[src/logic/lemc_map.svh]
`ifndef LEMC_MAP_SVH
`define LEMC_MAP_SVH
// Functional notes
// - A set mask bit lets its event status bit drive the interrupt output.
// - All sixteen status bits can interrupt; mask bits align with status bits.
// - Narrow bus ignores command upper byte; lower-byte write executes command.
// - Reading command register returns last written command code.
// - Code 03h arms a send that starts at next token arrival.
// - Continuous remote-buffer style resends automatically at every later token.
// - Code 01h withdraws pending send at token arrival; then available reads 1.
// - Cancel halts continuous sending; a new send command resumes it.
// - Transmitter available reads 0 while a send command is pending or continuous sending repeats.
// - Code 09h clears the next-node fault in the core diagnostic register.
// - Code 0Ah restarts warning timer, clears its fault and remote receive flags.
// - Code 0Eh clears power-on and excess-refusal flags together.
// - Code 16h clears only the reconfiguration flag.
// - Code 1Eh clears power-on, excess-refusal and reconfiguration flags.
// - Upper field holds sender ID of last packet addressed to this node.
// - Lower field holds sender ID of last packet received.
// - Sender ID equal to search ID sets the source match flag.

// ----------------------------------------------------------------------------
// Register byte addresses
// ----------------------------------------------------------------------------
`define LEMC_ADDR_MASK     8'h14
`define LEMC_ADDR_CMD      8'h16
`define LEMC_ADDR_SIDS     8'h18
`define LEMC_ADDR_SEARCH   8'h1a

// ----------------------------------------------------------------------------
// Command codes
// ----------------------------------------------------------------------------
`define LEMC_CMD_SEND      8'h03
`define LEMC_CMD_CANCEL    8'h01
`define LEMC_CMD_CLR_NEXT  8'h09
`define LEMC_CMD_CLR_WARN  8'h0a
`define LEMC_CMD_CLR_POR   8'h0e
`define LEMC_CMD_CLR_RCF   8'h16
`define LEMC_CMD_CLR_ALL   8'h1e

// ----------------------------------------------------------------------------
// Field positions and reset values
// ----------------------------------------------------------------------------
`define LEMC_SID_W         5
`define LEMC_OWN_SID_LSB   8
`define LEMC_STAT_AVAIL    0
`define LEMC_STAT_MATCH    8
`define LEMC_STAT_WARN     12
`define LEMC_MASK_RST      16'h0000
`define LEMC_CMD_RST       8'h00
`define LEMC_SID_RST       5'h00
`endif

[src/logic/lemc_pkg.sv]
package lemc_pkg;
  typedef logic [15:0] lemc_word_t;
  typedef logic [4:0]  lemc_sid_t;
  typedef enum logic [2:0] {
    LEMC_IDLE    = 3'b001,
    LEMC_PENDING = 3'b010,
    LEMC_REPEAT  = 3'b100
  } lemc_tx_state_t;
endpackage : lemc_pkg

[src/logic/lemc_cmd_if.sv]
`timescale 1ns/1ps
// Decoded one-cycle command strobes passed from the bus front to the engine.
interface lemc_cmd_if;
  logic send;
  logic cancel;
  logic clr_next;
  logic clr_warn;
  logic clr_por;
  logic clr_rcf;
  modport src (output send, cancel, clr_next, clr_warn, clr_por, clr_rcf);
  modport dst (input send, cancel, clr_next, clr_warn, clr_por, clr_rcf);
endinterface : lemc_cmd_if

[src/logic/lemc_top.sv]
`timescale 1ns/1ps
`include "lemc_map.svh"
// ----------------------------------------------------------------------------
// Mask, command, sender-ID registers of the link controller host port.
// ----------------------------------------------------------------------------
module lemc_top (
  input  wire logic               clock_in,          // System clock, 200 MHz.
  input  wire logic               rst_in,            // Synchronous reset, active high.
  input  wire logic               wide_bus_select_in, // 1: 16-bit host bus.
  input  wire logic [7:0]         addr_in,           // Byte address.
  input  wire logic               wr_in,             // Write strobe, one cycle.
  input  wire logic               rd_in,             // Read strobe, one cycle.
  input  wire lemc_pkg::lemc_word_t wdata_in,        // Write data.
  output lemc_pkg::lemc_word_t    rdata_out,         // Registered read data.
  input  wire lemc_pkg::lemc_word_t status_in,       // Other event status bits.
  input  wire logic               token_in,          // Token arrival pulse.
  input  wire logic               transmit_style_in, // Transmit style.
  input  wire logic               single_shot_in,    // Single shot select.
  input  wire logic               pkt_valid_in,      // Packet received pulse.
  input  wire logic               pkt_to_me_in,      // Packet was addressed to us.
  input  wire lemc_pkg::lemc_sid_t pkt_sid_in,       // Sender ID of packet.
  input  wire logic               match_clr_in,      // Source match clear pulse.
  output logic                    irq_out,           // Interrupt, active high.
  output logic                    tx_start_out,      // Send start pulse.
  output logic                    clr_next_fault_out, // Next node fault clear.
  output logic                    warn_restart_out,  // Warning timer restart.
  output logic                    clr_por_out,       // Power-on flag clear.
  output logic                    clr_refusal_out,   // Excess refusal clear.
  output logic                    clr_reconfig_out   // Reconfiguration clear.
);
  import lemc_pkg::*;

  lemc_cmd_if cmd ();

  lemc_word_t event_interrupt_mask;
  logic [7:0] link_command;
  lemc_sid_t  last_sender_id;
  lemc_sid_t  last_own_sender_id;
  lemc_sid_t  search_sender_id;
  logic       source_match_flag;
  logic       avail;
  lemc_word_t event_status;
  logic       cmd_wr;

  // Address match only: a write acts at the exact base address, whatever the bus width.
  function automatic logic hit(input logic [7:0] a, input logic [7:0] base);
    hit = (a == base);
  endfunction : hit

  // ----------------------------------------------------------------------------
  // Command decode
  // ----------------------------------------------------------------------------
  // Upper byte at base+1 is ignored and only wdata_in[7:0] is decoded, whatever the bus width.
  assign cmd_wr = wr_in & hit(addr_in, `LEMC_ADDR_CMD);

  // Strobes last one cycle so each command acts exactly once.
  assign cmd.send     = cmd_wr & (wdata_in[7:0] == `LEMC_CMD_SEND);
  assign cmd.cancel   = cmd_wr & (wdata_in[7:0] == `LEMC_CMD_CANCEL);
  assign cmd.clr_next = cmd_wr & (wdata_in[7:0] == `LEMC_CMD_CLR_NEXT);
  assign cmd.clr_warn = cmd_wr & (wdata_in[7:0] == `LEMC_CMD_CLR_WARN);
  assign cmd.clr_por  = cmd_wr & ((wdata_in[7:0] == `LEMC_CMD_CLR_POR)
                                | (wdata_in[7:0] == `LEMC_CMD_CLR_ALL));
  assign cmd.clr_rcf  = cmd_wr & ((wdata_in[7:0] == `LEMC_CMD_CLR_RCF)
                                | (wdata_in[7:0] == `LEMC_CMD_CLR_ALL));

  // Clear pulses to the core flags; power-on and refusal are never split.
  always_ff @(posedge clock_in) begin
    if (rst_in) begin
      clr_next_fault_out <= 1'b0;
      warn_restart_out   <= 1'b0;
      clr_por_out        <= 1'b0;
      clr_refusal_out    <= 1'b0;
      clr_reconfig_out   <= 1'b0;
    end else begin
      clr_next_fault_out <= cmd.clr_next;
      warn_restart_out   <= cmd.clr_warn;
      clr_por_out        <= cmd.clr_por;
      clr_refusal_out    <= cmd.clr_por;
      clr_reconfig_out   <= cmd.clr_rcf;
    end
  end

  // ----------------------------------------------------------------------------
  // Writable registers
  // ----------------------------------------------------------------------------
  always_ff @(posedge clock_in) begin
    if (rst_in) begin
      event_interrupt_mask <= `LEMC_MASK_RST;
    end else if (wr_in && hit(addr_in, `LEMC_ADDR_MASK)) begin
      event_interrupt_mask <= wdata_in;
    end
  end

  always_ff @(posedge clock_in) begin
    if (rst_in) begin
      link_command <= `LEMC_CMD_RST;
    end else if (cmd_wr) begin
      link_command <= wdata_in[7:0];
    end
  end

  always_ff @(posedge clock_in) begin
    if (rst_in) begin
      search_sender_id <= `LEMC_SID_RST;
    end else if (wr_in && hit(addr_in, `LEMC_ADDR_SEARCH)) begin
      search_sender_id <= wdata_in[`LEMC_SID_W-1:0];
    end
  end

  // ----------------------------------------------------------------------------
  // Received sender IDs and match flag
  // ----------------------------------------------------------------------------
  always_ff @(posedge clock_in) begin
    if (rst_in) begin
      last_sender_id     <= `LEMC_SID_RST;
      last_own_sender_id <= `LEMC_SID_RST;
    end else if (pkt_valid_in) begin
      last_sender_id <= pkt_sid_in;
      if (pkt_to_me_in) begin
        last_own_sender_id <= pkt_sid_in;
      end
    end
  end

  // Set wins over clear so a match in the clearing cycle is kept.
  always_ff @(posedge clock_in) begin
    if (rst_in) begin
      source_match_flag <= 1'b0;
    end else if (pkt_valid_in && pkt_sid_in == search_sender_id) begin
      source_match_flag <= 1'b1;
    end else if (match_clr_in) begin
      source_match_flag <= 1'b0;
    end
  end

  // ----------------------------------------------------------------------------
  // Transmit control
  // ----------------------------------------------------------------------------
  lemc_tx_ctrl u_tx (
    .clock_in          (clock_in),
    .rst_in            (rst_in),
    .cmd               (cmd),
    .token_in          (token_in),
    .transmit_style_in (transmit_style_in),
    .single_shot_in    (single_shot_in),
    .tx_start_out      (tx_start_out),
    .avail_out         (avail)
  );

  // ----------------------------------------------------------------------------
  // Status merge, interrupt and readback
  // ----------------------------------------------------------------------------
  always_comb begin
    event_status                   = status_in;
    event_status[`LEMC_STAT_AVAIL] = avail;
    event_status[`LEMC_STAT_MATCH] = source_match_flag;
  end

  // Combinational so the line follows status in the same cycle.
  assign irq_out = |(event_status & event_interrupt_mask);

  always_ff @(posedge clock_in) begin
    if (rst_in) begin
      rdata_out <= 16'h0000;
    end else if (rd_in) begin
      unique case (addr_in)
        `LEMC_ADDR_MASK:   rdata_out <= event_interrupt_mask;
        `LEMC_ADDR_CMD:    rdata_out <= {8'h00, link_command};
        `LEMC_ADDR_SIDS:   rdata_out <= {3'h0, last_own_sender_id, 3'h0, last_sender_id};
        `LEMC_ADDR_SEARCH: rdata_out <= {11'h000, search_sender_id};
        default:           rdata_out <= 16'h0000;
      endcase
    end
  end
endmodule : lemc_top

[src/logic/lemc_tx_ctrl.sv]
`timescale 1ns/1ps
`include "lemc_map.svh"
// ----------------------------------------------------------------------------
// Send arming state machine and transmitter-available flag.
// ----------------------------------------------------------------------------
module lemc_tx_ctrl (
  input  wire logic clock_in,         // System clock.
  input  wire logic rst_in,           // Synchronous reset, active high.
  lemc_cmd_if.dst   cmd,              // Command strobes.
  input  wire logic token_in,         // One-cycle token arrival pulse.
  input  wire logic transmit_style_in, // 1: remote-buffer style.
  input  wire logic single_shot_in,   // 1: single shot in remote-buffer style.
  output logic      tx_start_out,     // One-cycle send start pulse.
  output logic      avail_out         // Transmitter available flag.
);
  import lemc_pkg::*;

  lemc_tx_state_t state;
  logic           cancel_req;
  logic           continuous;

  // Continuous resend only in remote-buffer style without single shot.
  assign continuous = transmit_style_in & ~single_shot_in;

  // Cancel stays requested until the token or a new send command resolves it, since the engine may be busy.
  always_ff @(posedge clock_in) begin
    if (rst_in || cmd.send) begin
      cancel_req <= 1'b0;
    end else if (token_in) begin
      // A cancel in the token cycle acts directly, so nothing is left latched.
      cancel_req <= 1'b0;
    end else if (cmd.cancel && state != LEMC_IDLE) begin
      cancel_req <= 1'b1;
    end
  end

  // State moves on send command and on token arrival.
  always_ff @(posedge clock_in) begin
    if (rst_in) begin
      state <= LEMC_IDLE;
    end else if (cmd.send) begin
      state <= LEMC_PENDING;
    end else if (token_in) begin
      unique case (state)
        LEMC_IDLE: begin
          state <= LEMC_IDLE;
        end
        LEMC_PENDING, LEMC_REPEAT: begin
          if (cancel_req || cmd.cancel) begin
            state <= LEMC_IDLE;
          end else if (continuous) begin
            state <= LEMC_REPEAT;
          end else begin
            state <= LEMC_IDLE;
          end
        end
        default: begin
          state <= LEMC_IDLE;
        end
      endcase
    end
  end

  // A send starts only on token arrival with an armed, uncancelled request.
  assign tx_start_out = token_in & (state != LEMC_IDLE) & ~cancel_req
                        & ~cmd.cancel & ~cmd.send;
  // Available reads 0 only while a send is armed; repeat mode stays armed.
  assign avail_out    = (state == LEMC_IDLE);
endmodule : lemc_tx_ctrl
[config.mk]
export PLATFORM = sky130hd
export DESIGN_NAME = lemc_top
export DESIGN_NICKNAME = d
export VERILOG_FILES = /design/src/logic/lemc_pkg.sv /design/src/logic/lemc_cmd_if.sv /design/src/logic/lemc_top.sv /design/src/logic/lemc_tx_ctrl.sv
export VERILOG_INCLUDE_DIRS = /design/src /design/src/logic
export SDC_FILE = /design/constraint.sdc
export NUM_CORES = 1
export LEC_CHECK = 0
export BUFFER_PORTS_ARGS = -buffer_cell sky130_fd_sc_hd__buf_2
export CAP_MARGIN = 20
export CORE_ASPECT_RATIO = 0.5
export CORE_MARGIN = 5
export CORE_UTILIZATION = 30
export DETAILED_ROUTE_END_ITERATION = 12
export GPL_TIMING_DRIVEN = 0
export PLACE_DENSITY = 0.47
export SYNTH_ARGS = -nofsm -noshare
export SYNTH_HDL_FRONTEND = slang
export SYNTH_SLANG_ARGS = --single-unit
[constraint.sdc]
create_clock -name clock_in -period 4.2 [get_ports clock_in]
set_input_delay 0.21 -clock clock_in [delete_from_list [all_inputs] [get_ports clock_in]]
set_output_delay 0.21 -clock clock_in [all_outputs]
set_load 0.005 [all_outputs]
==> flow_summary.json, run 1 <==
{
  "status": "complete, no violations",
  "finalCritPeriodShare": 0.526,
  "rsz0062_at_grt": "no",
  "fmax_mhz": 453,
  "post-route-util": 0.402,
  "cts_tree": "built",
  "crit_chain": "buf_2 -> nor3b_1 -> nand4_2 -> clkbuf_1 -> nor3_1 -> nor3b_1 -> buf_2",
  "hp-class": "input pin to flop",
  "dieArea_um2": 11300,
  "final.min_clock_period_ns": 2.21,
  "clock_path_buffers": 2,
  "clk_pin_slew_worst_paths_ns": 0.05,
  "clock_sinks": 64,
  "wl_met2_mm": 3.61,
  "htree_levels": 3,
  "cp_num_buf_inv": 3,
  "grt-ovfl-total": 0,
  "port_buffers": 73,
  "grt.total_usage": 0.153,
  "grt_pass1_wl_mm": 13.4,
  "maxSlewHeadroom": 0.371,
  "ctsHoldBuffers": 0,
  "clock_latency_ns": 0.32,
  "drcViolationCount": 0,
  "die_w_um": 145,
  "power.leakage_nw": 1.57,
  "crit_type": "input pin to output port",
  "synth.area.top_cells": "dfxtp_1, mux2i_1, nor2_1",
  "path_depth": 7,
  "whs_path_depth": 3,
  "diodes": 0,
  "area_growth_pct": 29.1,
  "finalMaxSlewViolations": 0,
  "cts_buffers": 9,
  "slowest_delay_ns": 0.58,
  "drtIter0Drc": 101,
  "r2r_cells": 4,
  "post_cts_buffers": 0,
  "yosysTopAreaCellShare": 0.466,
  "via_per_inst": 5.11,
  "cts_root_buffer": "clkbuf_16",
  "critPathMaxFanout": 10,
  "start_kind": "input pin",
  "yosys_register_bits": 64,
  "finalSetupViolCount": 0,
  "die_h_um": 77.7,
  "synth_enable_flop_cells": 0,
  "antenna_found_initial": 0,
  "vias": 2543,
  "cp.arrival_ns": 2.00,
  "io_pins": 79,
  "grt_pass1_vias": 2535,
  "ctsResizeCount": 0,
  "syn-cell-area_um2": 2750,
  "wl_per_cell_um": 17.3,
  "grt_max_degree": 11,
  "crit_path_end_kind": "output port",
  "yosys-top-cells-count": "dfxtp_1, nor2_1, mux2i_1",
  "fin_skew_ns": 0.00556,
  "wl_met1_mm": 4.37,
  "totalWireLength_mm": 8.63,
  "peakVddDrop_uv": 199,
  "cap_violations": 0,
  "synth_cells": 293,
  "crit_family": "simple AND/OR/NAND/NOR gates",
  "yosysMostFrequentCell": "dfxtp_1",
  "hold_viol_final": 0,
  "placed_area_um2": 3260,
  "synth_largest_area_cell": "dfxtp_1",
  "initial_core_util": 0.312,
  "wl_met3_um": 578,
  "final_nets": 433,
  "dr.pass1.iters": 4,
  "slowest_stage": "nor3b_1",
  "synthFlopType": "dfxtp_1",
  "stdcell_area_um2": 3550,
  "crit_required_ns": 3.99,
  "num_rows": 24,
  "ant_nets": 0,
  "core_um2": 8830,
  "syn_nets": 349,
  "highest_layer": "met4",
  "gp_congestion": 0.842,
  "avgSynthCellArea_um2": 9.39,
  "layout-drive-gt1-share": 0.257,
  "yosysUniqueCellTypes": 38,
  "p_per_area_nw_per_um2": 401,
  "ys_warn_count": 0,
  "fillers": 936,
  "max_slew.worst_pin.slew_ns": 0.930,
  "async_reset_ff_frac": 0,
  "yosysSeqAreaShare": 0.466,
  "dp.final_hpwl_mm": 6.76,
  "setup_tns_ns": 0
}
==> layout make-up <==
cell class | count | area [um^2] | share of cell area
multi-input combinational | 210 | 1380 | 0.390
sequential | 64 | 1280 | 0.361
inverter | 3 | 11.3 | 0.00317
buffer | 16 | 73.8 | 0.0208
timing repair buffer | 73 | 365 | 0.103
clock buffer | 11 | 243 | 0.0684
clock inverter | 4 | 45.0 | 0.0127
tap | 117 | 146 | 0.0412
==> worst paths after layout <==
kind / from / end / slack (ns)
setup / recovery: addr_in[7] / tx_start_out / 1.99
hold / removal: wdata_in[11] / event_interrupt_mask[11]$_SDFFE_PP0P_ / 0.12
setup reg to reg: u_tx.state[1]$_SDFFE_PP0P_ / u_tx.state[0]$_SDFFE_PP1P_ / 2.91
hold reg to reg: link_command[0]$_SDFFE_PP0P_ / link_command[0]$_SDFFE_PP0P_ / 0.46
==> metrics by stage <==
| stage | std cells | setup WS, ns | hold WS [ns] | power, mW |
|---|---|---|---|---|
| floorplan | 293 | 2.50 | 0.289 | 0.666 |
| global placement | 483 | 1.91 | 0.441 | 0.715 |
| detailed placement | 483 | 1.90 | 0.446 | 0.716 |
| CTS | 498 | 1.98 | 0.114 | 1.44 |
| global route | 498 | 1.84 | 0.122 | 1.48 |
| finish | 498 | 1.99 | 0.124 | 1.42 |
==> routing by layer <==
layer,GRT usage,vias to the layer above
li1,-,1238
met1,0.212,1216
met2,0.218,83
met3,0.0623,6
met4,0.0475,0
met5,0,-
==> logic make-up (layout without fill, tap and decap cells) <==
kind of cell           Yosys count  in the layout  share of synthesized area
multiplexers                    39             39                      0.142
AND/OR/NAND/NOR                110            110                      0.200
buffers and inverters           19            107                     0.0309
AO/OA/AOI/OAI                   54             54                      0.139
XOR/XNOR                         7              7                     0.0223
flip-flops                      64             64                      0.466
==> worst reg2reg max path: cells and delay by family (launching register included) <==
| kind | cells | cell delay (ns) |
|---|---|---|
| xor gates and xnor gates | 1 | 0.13 |
| and+or+nand+nor | 1 | 0.27 |
| AOI/OAI and AO/OA | 2 | 0.46 |
| DFF | 1 | 0.32 |
==> cells in the final DEF (no fill, tap or decap), drive strengths merged, types with 3 or more instances in the layout <==
cell type,count
dfxtp,64
buf,80
o22ai,5
nor2b,3
nand2,22
clkinv,3
nor4,3
a22oi,17
clkbuf,20
nor3b,3
a21oi,16
a2bb2oi,8
nand3,8
mux2i,39
xor2,5
nor2,50
and4,3
nand4,6
inv,3
nor4b,4
==> power breakdown <==
group	leakage, nW	internal (mW)	switching [mW]
clock	0.145	0.468	0.251
combinational	0.908	0.0342	0.0533
sequential	0.517	0.613	0.00288
==> flip-flops by register name, summed over array words and instances (netlist names), 3 cells and up <==
| signal | count |
|---|---|
| last_own_sender_id | 5 |
| link_command | 8 |
| search_sender_id | 5 |
| last_sender_id | 5 |
| u_tx.state | 3 |
| rdata_out | 16 |
| event_interrupt_mask | 16 |
Power figures use the tool's default switching activity.
==> run 2, diff against run 1 <==
- ABC_AREA: unset -> 1
- PLACE_DENSITY: 0.47 -> 0.48
- clock period: 4.2 -> 1.8 ns (I/O delays scaled with it)
==> run 2 against run 1 <==
  * First-iteration DRC count up 72%
  * Largest power group unchanged
  * Cell count is 24% higher
  * Non-clock buffer count rose by 2
  * Total power grew 150%
  * Critical path type is now flop to output port
  * Critical endpoint unchanged
  * Combinational power rose to 2.7 times the previous value
  * Final area rose by 7.5%
  * Core utilization shrank 0.22 points
==> flow_summary.json, run 2 <==
{
  "num_rows": 25,
  "ant_nets": 0,
  "crit_chain": "nor3_1 -> inv_1 -> nand3_1 -> nor2_1 -> buf_2",
  "critPathMaxFanout": 3,
  "htree_levels": 3,
  "yosysTopAreaCellShare": 0.432,
  "pwr-share-comb": 0.067,
  "fmax_mhz": 665,
  "post_cts_buffers": 0,
  "synth_enable_flop_cells": 0,
  "grt_max_degree": 11,
  "area_growth_pct": 28.6,
  "swShare": 0.216,
  "grt-ovfl-total": 0,
  "vias": 2850,
  "dp.final_hpwl_mm": 7.12,
  "port_buffers": 73,
  "finalCritPeriodShare": 0.835,
  "dieArea_um2": 12100,
  "via_per_inst": 4.62,
  "ys_warn_count": 0,
  "gp_congestion": 0.824,
  "peakVddDrop_uv": 538,
  "power.leakage_nw": 1.70,
  "ctsHoldBuffers": 0,
  "reg.largest.list": "event_interrupt_mask: 16 flops, rdata_out: 16 flops, link_command: 8 flops",
  "seqCellArea_um2": 1280,
  "hp-class": "input pin to flop",
  "p_per_area_nw_per_um2": 926,
  "slowest_delay_ns": 0.36,
  "final_nets": 533,
  "synthFlopType": "dfxtp_1",
  "drcViolationCount": 0,
  "ctsResizeCount": 0,
  "crit_path_end_kind": "output port",
  "yosysUniqueCellTypes": 32,
  "yosys-top-cells-count": "nand2_1, dfxtp_1, a21oi_1",
  "cts_root_buffer": "clkbuf_16",
  "cap_violations": 0,
  "setup_slack_ns": 0.296,
  "path_depth": 5,
  "yosysSeqAreaShare": 0.432,
  "start_kind": "flop",
  "setup_tns_ns": 0,
  "cts_buffers": 9,
  "fin_skew_ns": 0.00340,
  "dpl_worst_slack_ns": 0.409,
  "initial_core_util": 0.311,
  "seqPwrFrac": 0.409,
  "p_int_mw": 2.77,
  "crit_type": "flop to output port",
  "synth_largest_area_cell": "dfxtp_1",
  "final_cell_mix": "nand2_1, buf_2, dfxtp_1",
  "synth_cells": 393,
  "die_h_um": 80.3,
  "grt_pass1_vias": 2643,
  "wl_per_cell_um": 14.8,
  "dr.pass1.iters": 4,
  "final_common_cell": "nand2_1",
  "clkPwrFrac": 0.524,
  "clock_latency_ns": 0.33,
  "avgSynthCellArea_um2": 7.55,
  "clk_pin_slew_worst_paths_ns": 0.05,
  "async_reset_ff_frac": 0,
  "status": "complete, no violations",
  "hold_viol_final": 0,
  "finalMaxSlewViolations": 0,
  "cts_tree": "built",
  "r2r_cells": 4,
  "maxSlewHeadroom": 0.569,
  "diodes": 0,
  "io_pins": 79,
  "yosys_register_bits": 64,
  "rsz0062_at_grt": "no",
  "core_um2": 9540,
  "whs_path_depth": 3,
  "final.min_clock_period_ns": 1.50,
  "grt_pass1_wl_mm": 14.3,
  "max_slew.worst_pin.slew_ns": 0.647,
  "yosysMostFrequentCell": "nand2_1",
  "p_sw_mw": 0.763,
  "finalSetupViolCount": 0,
  "drtIter0Drc": 174,
  "post-route-util": 0.400,
  "grt.total_usage": 0.157,
  "cp.arrival_ns": 1.41,
  "totalWireLength_mm": 9.11,
  "clock_sinks": 64,
  "multiInputGateArea_um2": 1400,
  "antenna_found_initial": 0,
  "slowest_stage": "nor3_1",
  "die_w_um": 151,
  "synth.area.top_cells": "dfxtp_1, nand2_1, a21oi_1",
  "syn_nets": 449,
  "power_mw": 3.53,
  "syn-cell-area_um2": 2970,
  "clock_path_buffers": 2,
  "layout-drive-gt1-share": 0.261,
  "crit_family": "simple AND/OR/NAND/NOR gates",
  "fillers": 1039,
  "crit_required_ns": 1.71,
  "cp_num_buf_inv": 2
}
run 2: changes by cell type after synthesis, sizes merged, moves of 4 or more:
cell / change
o21ai: +33
nor2: -32
nand2: +68
a22oi: -17
inv: +43
a2bb2oi: -8
xor2: -4
a21oi: +43
nand3: +29
nor3: +5
nor4b: -4
mux2i: -39
run 2: final timing paths:
check                                                             end                  startpoint  slack (ns)
worst max-delay path                                     tx_start_out  u_tx.state[1]$_SDFFE_PP0P_        0.30
worst min-delay path            event_interrupt_mask[12]$_SDFFE_PP0P_                wdata_in[12]        0.02
worst max register to register           u_tx.cancel_req$_SDFFE_PP0P_  u_tx.state[1]$_SDFFE_PP0P_        0.67
worst min register to register              rdata_out[0]$_SDFFE_PP0P_   rdata_out[0]$_SDFFE_PP0P_        0.46
run 2: power by group through the flow:
stage                     combinational, mW  sequential (mW)  clock [mW]
final                                 0.235             1.44        1.85
after global routing                  0.264             1.45        1.97
after CTS                             0.238             1.44        1.90
after detailed placement              0.236             1.47           0
after global placement                0.237             1.47           0
after floorplan                       0.120             1.47           0
run 2: kinds of logic (layout without fill, tap and decap cells):
| logic type | count (synthesis) | count (layout) | share of synthesized area |
|---|---|---|---|
| xor gates and xnor gates | 3 | 3 | 0.00886 |
| and+or+nand+nor | 157 | 157 | 0.266 |
| buffers and inverters | 64 | 153 | 0.0945 |
| AOI/OAI and AO/OA | 105 | 105 | 0.198 |
| DFF | 64 | 64 | 0.432 |
run 2: worst register-to-register path: cells and delay by family, from the launching register on:
| family | cells | cell delay, ns |
|---|---|---|
| and+or+nand+nor | 2 | 0.40 |
| AOI/OAI and AO/OA | 1 | 0.17 |
| DFF | 1 | 0.33 |
| buffers and inverters | 1 | 0.13 |
run 2: per-layer routing:
layer / routed length (um) / GRT usage / up-vias
met1: 4490 / 0.231 / 1289
met3: 703 / 0.0479 / 10
met4: 116 / 0.0434 / 0
met5: 0 / 0 / -
li1: - / - / 1473
met2: 3800 / 0.218 / 78
run 2: stage by stage:
stage          hold WS, ns  area, um^2  cells
4_1_cts            0.00731        3810    617
3_3_place_gp         0.352        3500    601
2_1_floorplan        0.168        2970    393
6_report            0.0185        3810    617
5_1_grt             0.0125        3810    617
3_5_place_dp         0.355        3500    601
run 2: cell type report:
| cell class | count | share of cell area |
|---|---|---|
| Sequential cell | 64 | 0.336 |
| Timing Repair Buffer | 73 | 0.0958 |
| Clock buffer | 13 | 0.0656 |
| Buffer | 18 | 0.0276 |
| Tap cell | 135 | 0.0443 |
| Inverter | 46 | 0.0459 |
| Clock inverter | 3 | 0.0171 |
| Multi-Input combinational cell | 265 | 0.368 |
==> run 3, diff against run 2 <==
- PLACE_DENSITY: 0.48 -> 0.46
- clock period: 1.8 -> 1.45 ns (I/O delays scaled with it)
==> run 3 against run 2 <==
  * Total power up 14%
  * Worst hold slack got worse by 0.0062 ns
  * First-iteration DRC count rose by 14%
  * Clock power increased by 5%
  * Largest cell class unchanged
==> flow_summary.json, run 3 (synthesis gave the netlist of run 2 again) <==
{
  "grt_pass1_vias": 2695,
  "totalWireLength_mm": 9.26,
  "power.leakage_nw": 1.69,
  "final.min_clock_period_ns": 1.37,
  "drcViolationCount": 0,
  "r2r_slack_ns": 0.43,
  "start_kind": "flop",
  "max_slew.worst_pin.slew_ns": 0.675,
  "p_per_area_nw_per_um2": 1060,
  "core_um2": 9540,
  "p_sw_mw": 0.999,
  "ant_nets": 0,
  "slowest_stage": "dfxtp_1",
  "reg.largest.list": "event_interrupt_mask: 16 flops, rdata_out: 16 flops, link_command: 8 flops",
  "port_buffers": 73,
  "grt.total_usage": 0.159,
  "stdcell_area_um2": 3820,
  "final_nets": 537,
  "num_rows": 25,
  "drtIter0Drc": 199,
  "grt_pass1_wl_mm": 14.4,
  "seqPwrFrac": 0.444,
  "die_w_um": 151,
  "finalMaxSlewViolations": 0,
  "clock_sinks": 64,
  "r2r_end": "u_tx.cancel_req$_SDFFE_PP0P_",
  "final_cells": 621,
  "r2r-start": "u_tx.state[1]$_SDFFE_PP0P_",
  "crit_type": "flop to output port",
  "finalCritPeriodShare": 0.945,
  "maxSlewHeadroom": 0.550,
  "crit_chain": "nor3_2 -> inv_1 -> nand3_1 -> nor2_1 -> buf_2",
  "final_common_cell": "nand2_1",
  "rsz0062_at_grt": "yes",
  "slowest_delay_ns": 0.33,
  "cp_num_buf_inv": 2,
  "crit_family": "simple AND/OR/NAND/NOR gates",
  "swShare": 0.248,
  "placed_area_um2": 3500,
  "setup_tns_ns": 0,
  "initial_core_util": 0.311,
  "clock_path_buffers": 2,
  "pwr-share-comb": 0.075,
  "dp.final_hpwl_mm": 7.24,
  "finalSetupViolCount": 0,
  "hp-start": "wdata_in[14]",
  "cap_violations": 0,
  "hp-class": "input pin to flop",
  "status": "complete, no violations",
  "gp_congestion": 0.848,
  "fin_skew_ns": 0.00515,
  "clock_latency_ns": 0.33,
  "htree_levels": 3,
  "area_growth_pct": 28.7,
  "clkPwrFrac": 0.481,
  "whs_path_depth": 3,
  "crit_required_ns": 1.38,
  "dpl_worst_slack_ns": 0.0509,
  "crit_path_end_kind": "output port",
  "cts_buffers": 9,
  "cp.arrival_ns": 1.30,
  "hold_ws_ns": 0.0122,
  "holdPathEnd": "event_interrupt_mask[14]$_SDFFE_PP0P_",
  "dr.pass1.iters": 4,
  "r2r_cells": 4,
  "p_int_mw": 3.04,
  "peakVddDrop_uv": 593,
  "setup_slack_ns": 0.0795,
  "critPathMaxFanout": 3,
  "hold_viol_final": 0,
  "numPlacedInstances": 601,
  "grt_max_degree": 12,
  "via_per_inst": 4.57,
  "antenna_found_initial": 0,
  "grt-ovfl-total": 0,
  "cts_root_buffer": "clkbuf_16",
  "fmax_mhz": 730,
  "cts_tree": "built",
  "io_pins": 79,
  "dieArea_um2": 12100,
  "layout-drive-gt1-share": 0.270,
  "vias": 2837,
  "diodes": 0,
  "die_h_um": 80.3,
  "final_cell_mix": "nand2_1, buf_2, dfxtp_1",
  "post_cts_buffers": 0,
  "clk_pin_slew_worst_paths_ns": 0.06,
  "wl_per_cell_um": 14.9
}
-- run 3: cell count changes in the layout (fill, tap and decap cells not counted), sizes merged --
cell and delta:
dlygate4sd3 +4, clkinv +4, bufinv -2, clkbuf -3, clkinvlp +1
-- run 3: power by group through the flow --
stage               logic, mW  registers [mW]  clock network, mW
floorplan               0.149            1.83                  0
global placement        0.296            1.83                  0
detailed placement      0.296            1.83                  0
CTS                     0.306            1.79               2.00
global route            0.337            1.79               2.09
finish                  0.301            1.79               1.94
-- run 3: timing repair --
action	CTS	global route
gates resized for setup	1	2
endpoints found under the setup margin	2	1
hold buffers	4	0
gates cloned	0	0
endpoints found under the hold margin	4	0
pin swaps	0	0
-- run 3: worst max-delay path by stage --
stage	startpoint	end	depth (start not counted)
CTS	event_interrupt_mask[14]$_SDFFE_PP0P_	irq_out	4
floorplan	addr_in[6]	event_interrupt_mask[10]$_SDFFE_PP0P_	9
detailed placement	rst_in	last_own_sender_id[4]$_SDFFE_PP0P_	6
finish	u_tx.state[1]$_SDFFE_PP0P_	tx_start_out	5
global placement	rst_in	event_interrupt_mask[5]$_SDFFE_PP0P_	6
global route	event_interrupt_mask[14]$_SDFFE_PP0P_	irq_out	4
-- run 3: worst register-to-register path: stages, from the launching register on --
cell and delay (ns):
dfxtp_1 0.33, nor3_2 0.28, inv_1 0.11, o211ai_2 0.16, nor2_2 0.04
-- run 3: layer usage --
layer | wire, um | GRT usage | vias up
li1 | - | - | 1476
met3 | 628 | 0.0513 | 8
met2 | 3790 | 0.224 | 69
met1 | 4760 | 0.234 | 1284
met5 | 0 | 0 | -
met4 | 79 | 0.0353 | 0
-- run 3: area by class of cell --
class,instances,area (um^2)
flip-flops and latches,64,1280
well taps,135,169
repair buffers,77,405
clock inverters,6,36.3
plain buffers,18,105
fillers,1053,5720
multi-input cells,265,1410
clock buffers,10,229
inverters,46,175
-- run 3: metrics by stage --
step / util / total power [mW]
floorplan: - / 1.98
global placement: 0.367 / 2.13
detailed placement: 0.367 / 2.13
CTS: 0.399 / 4.10
global route: 0.400 / 4.22
finish: 0.400 / 4.04
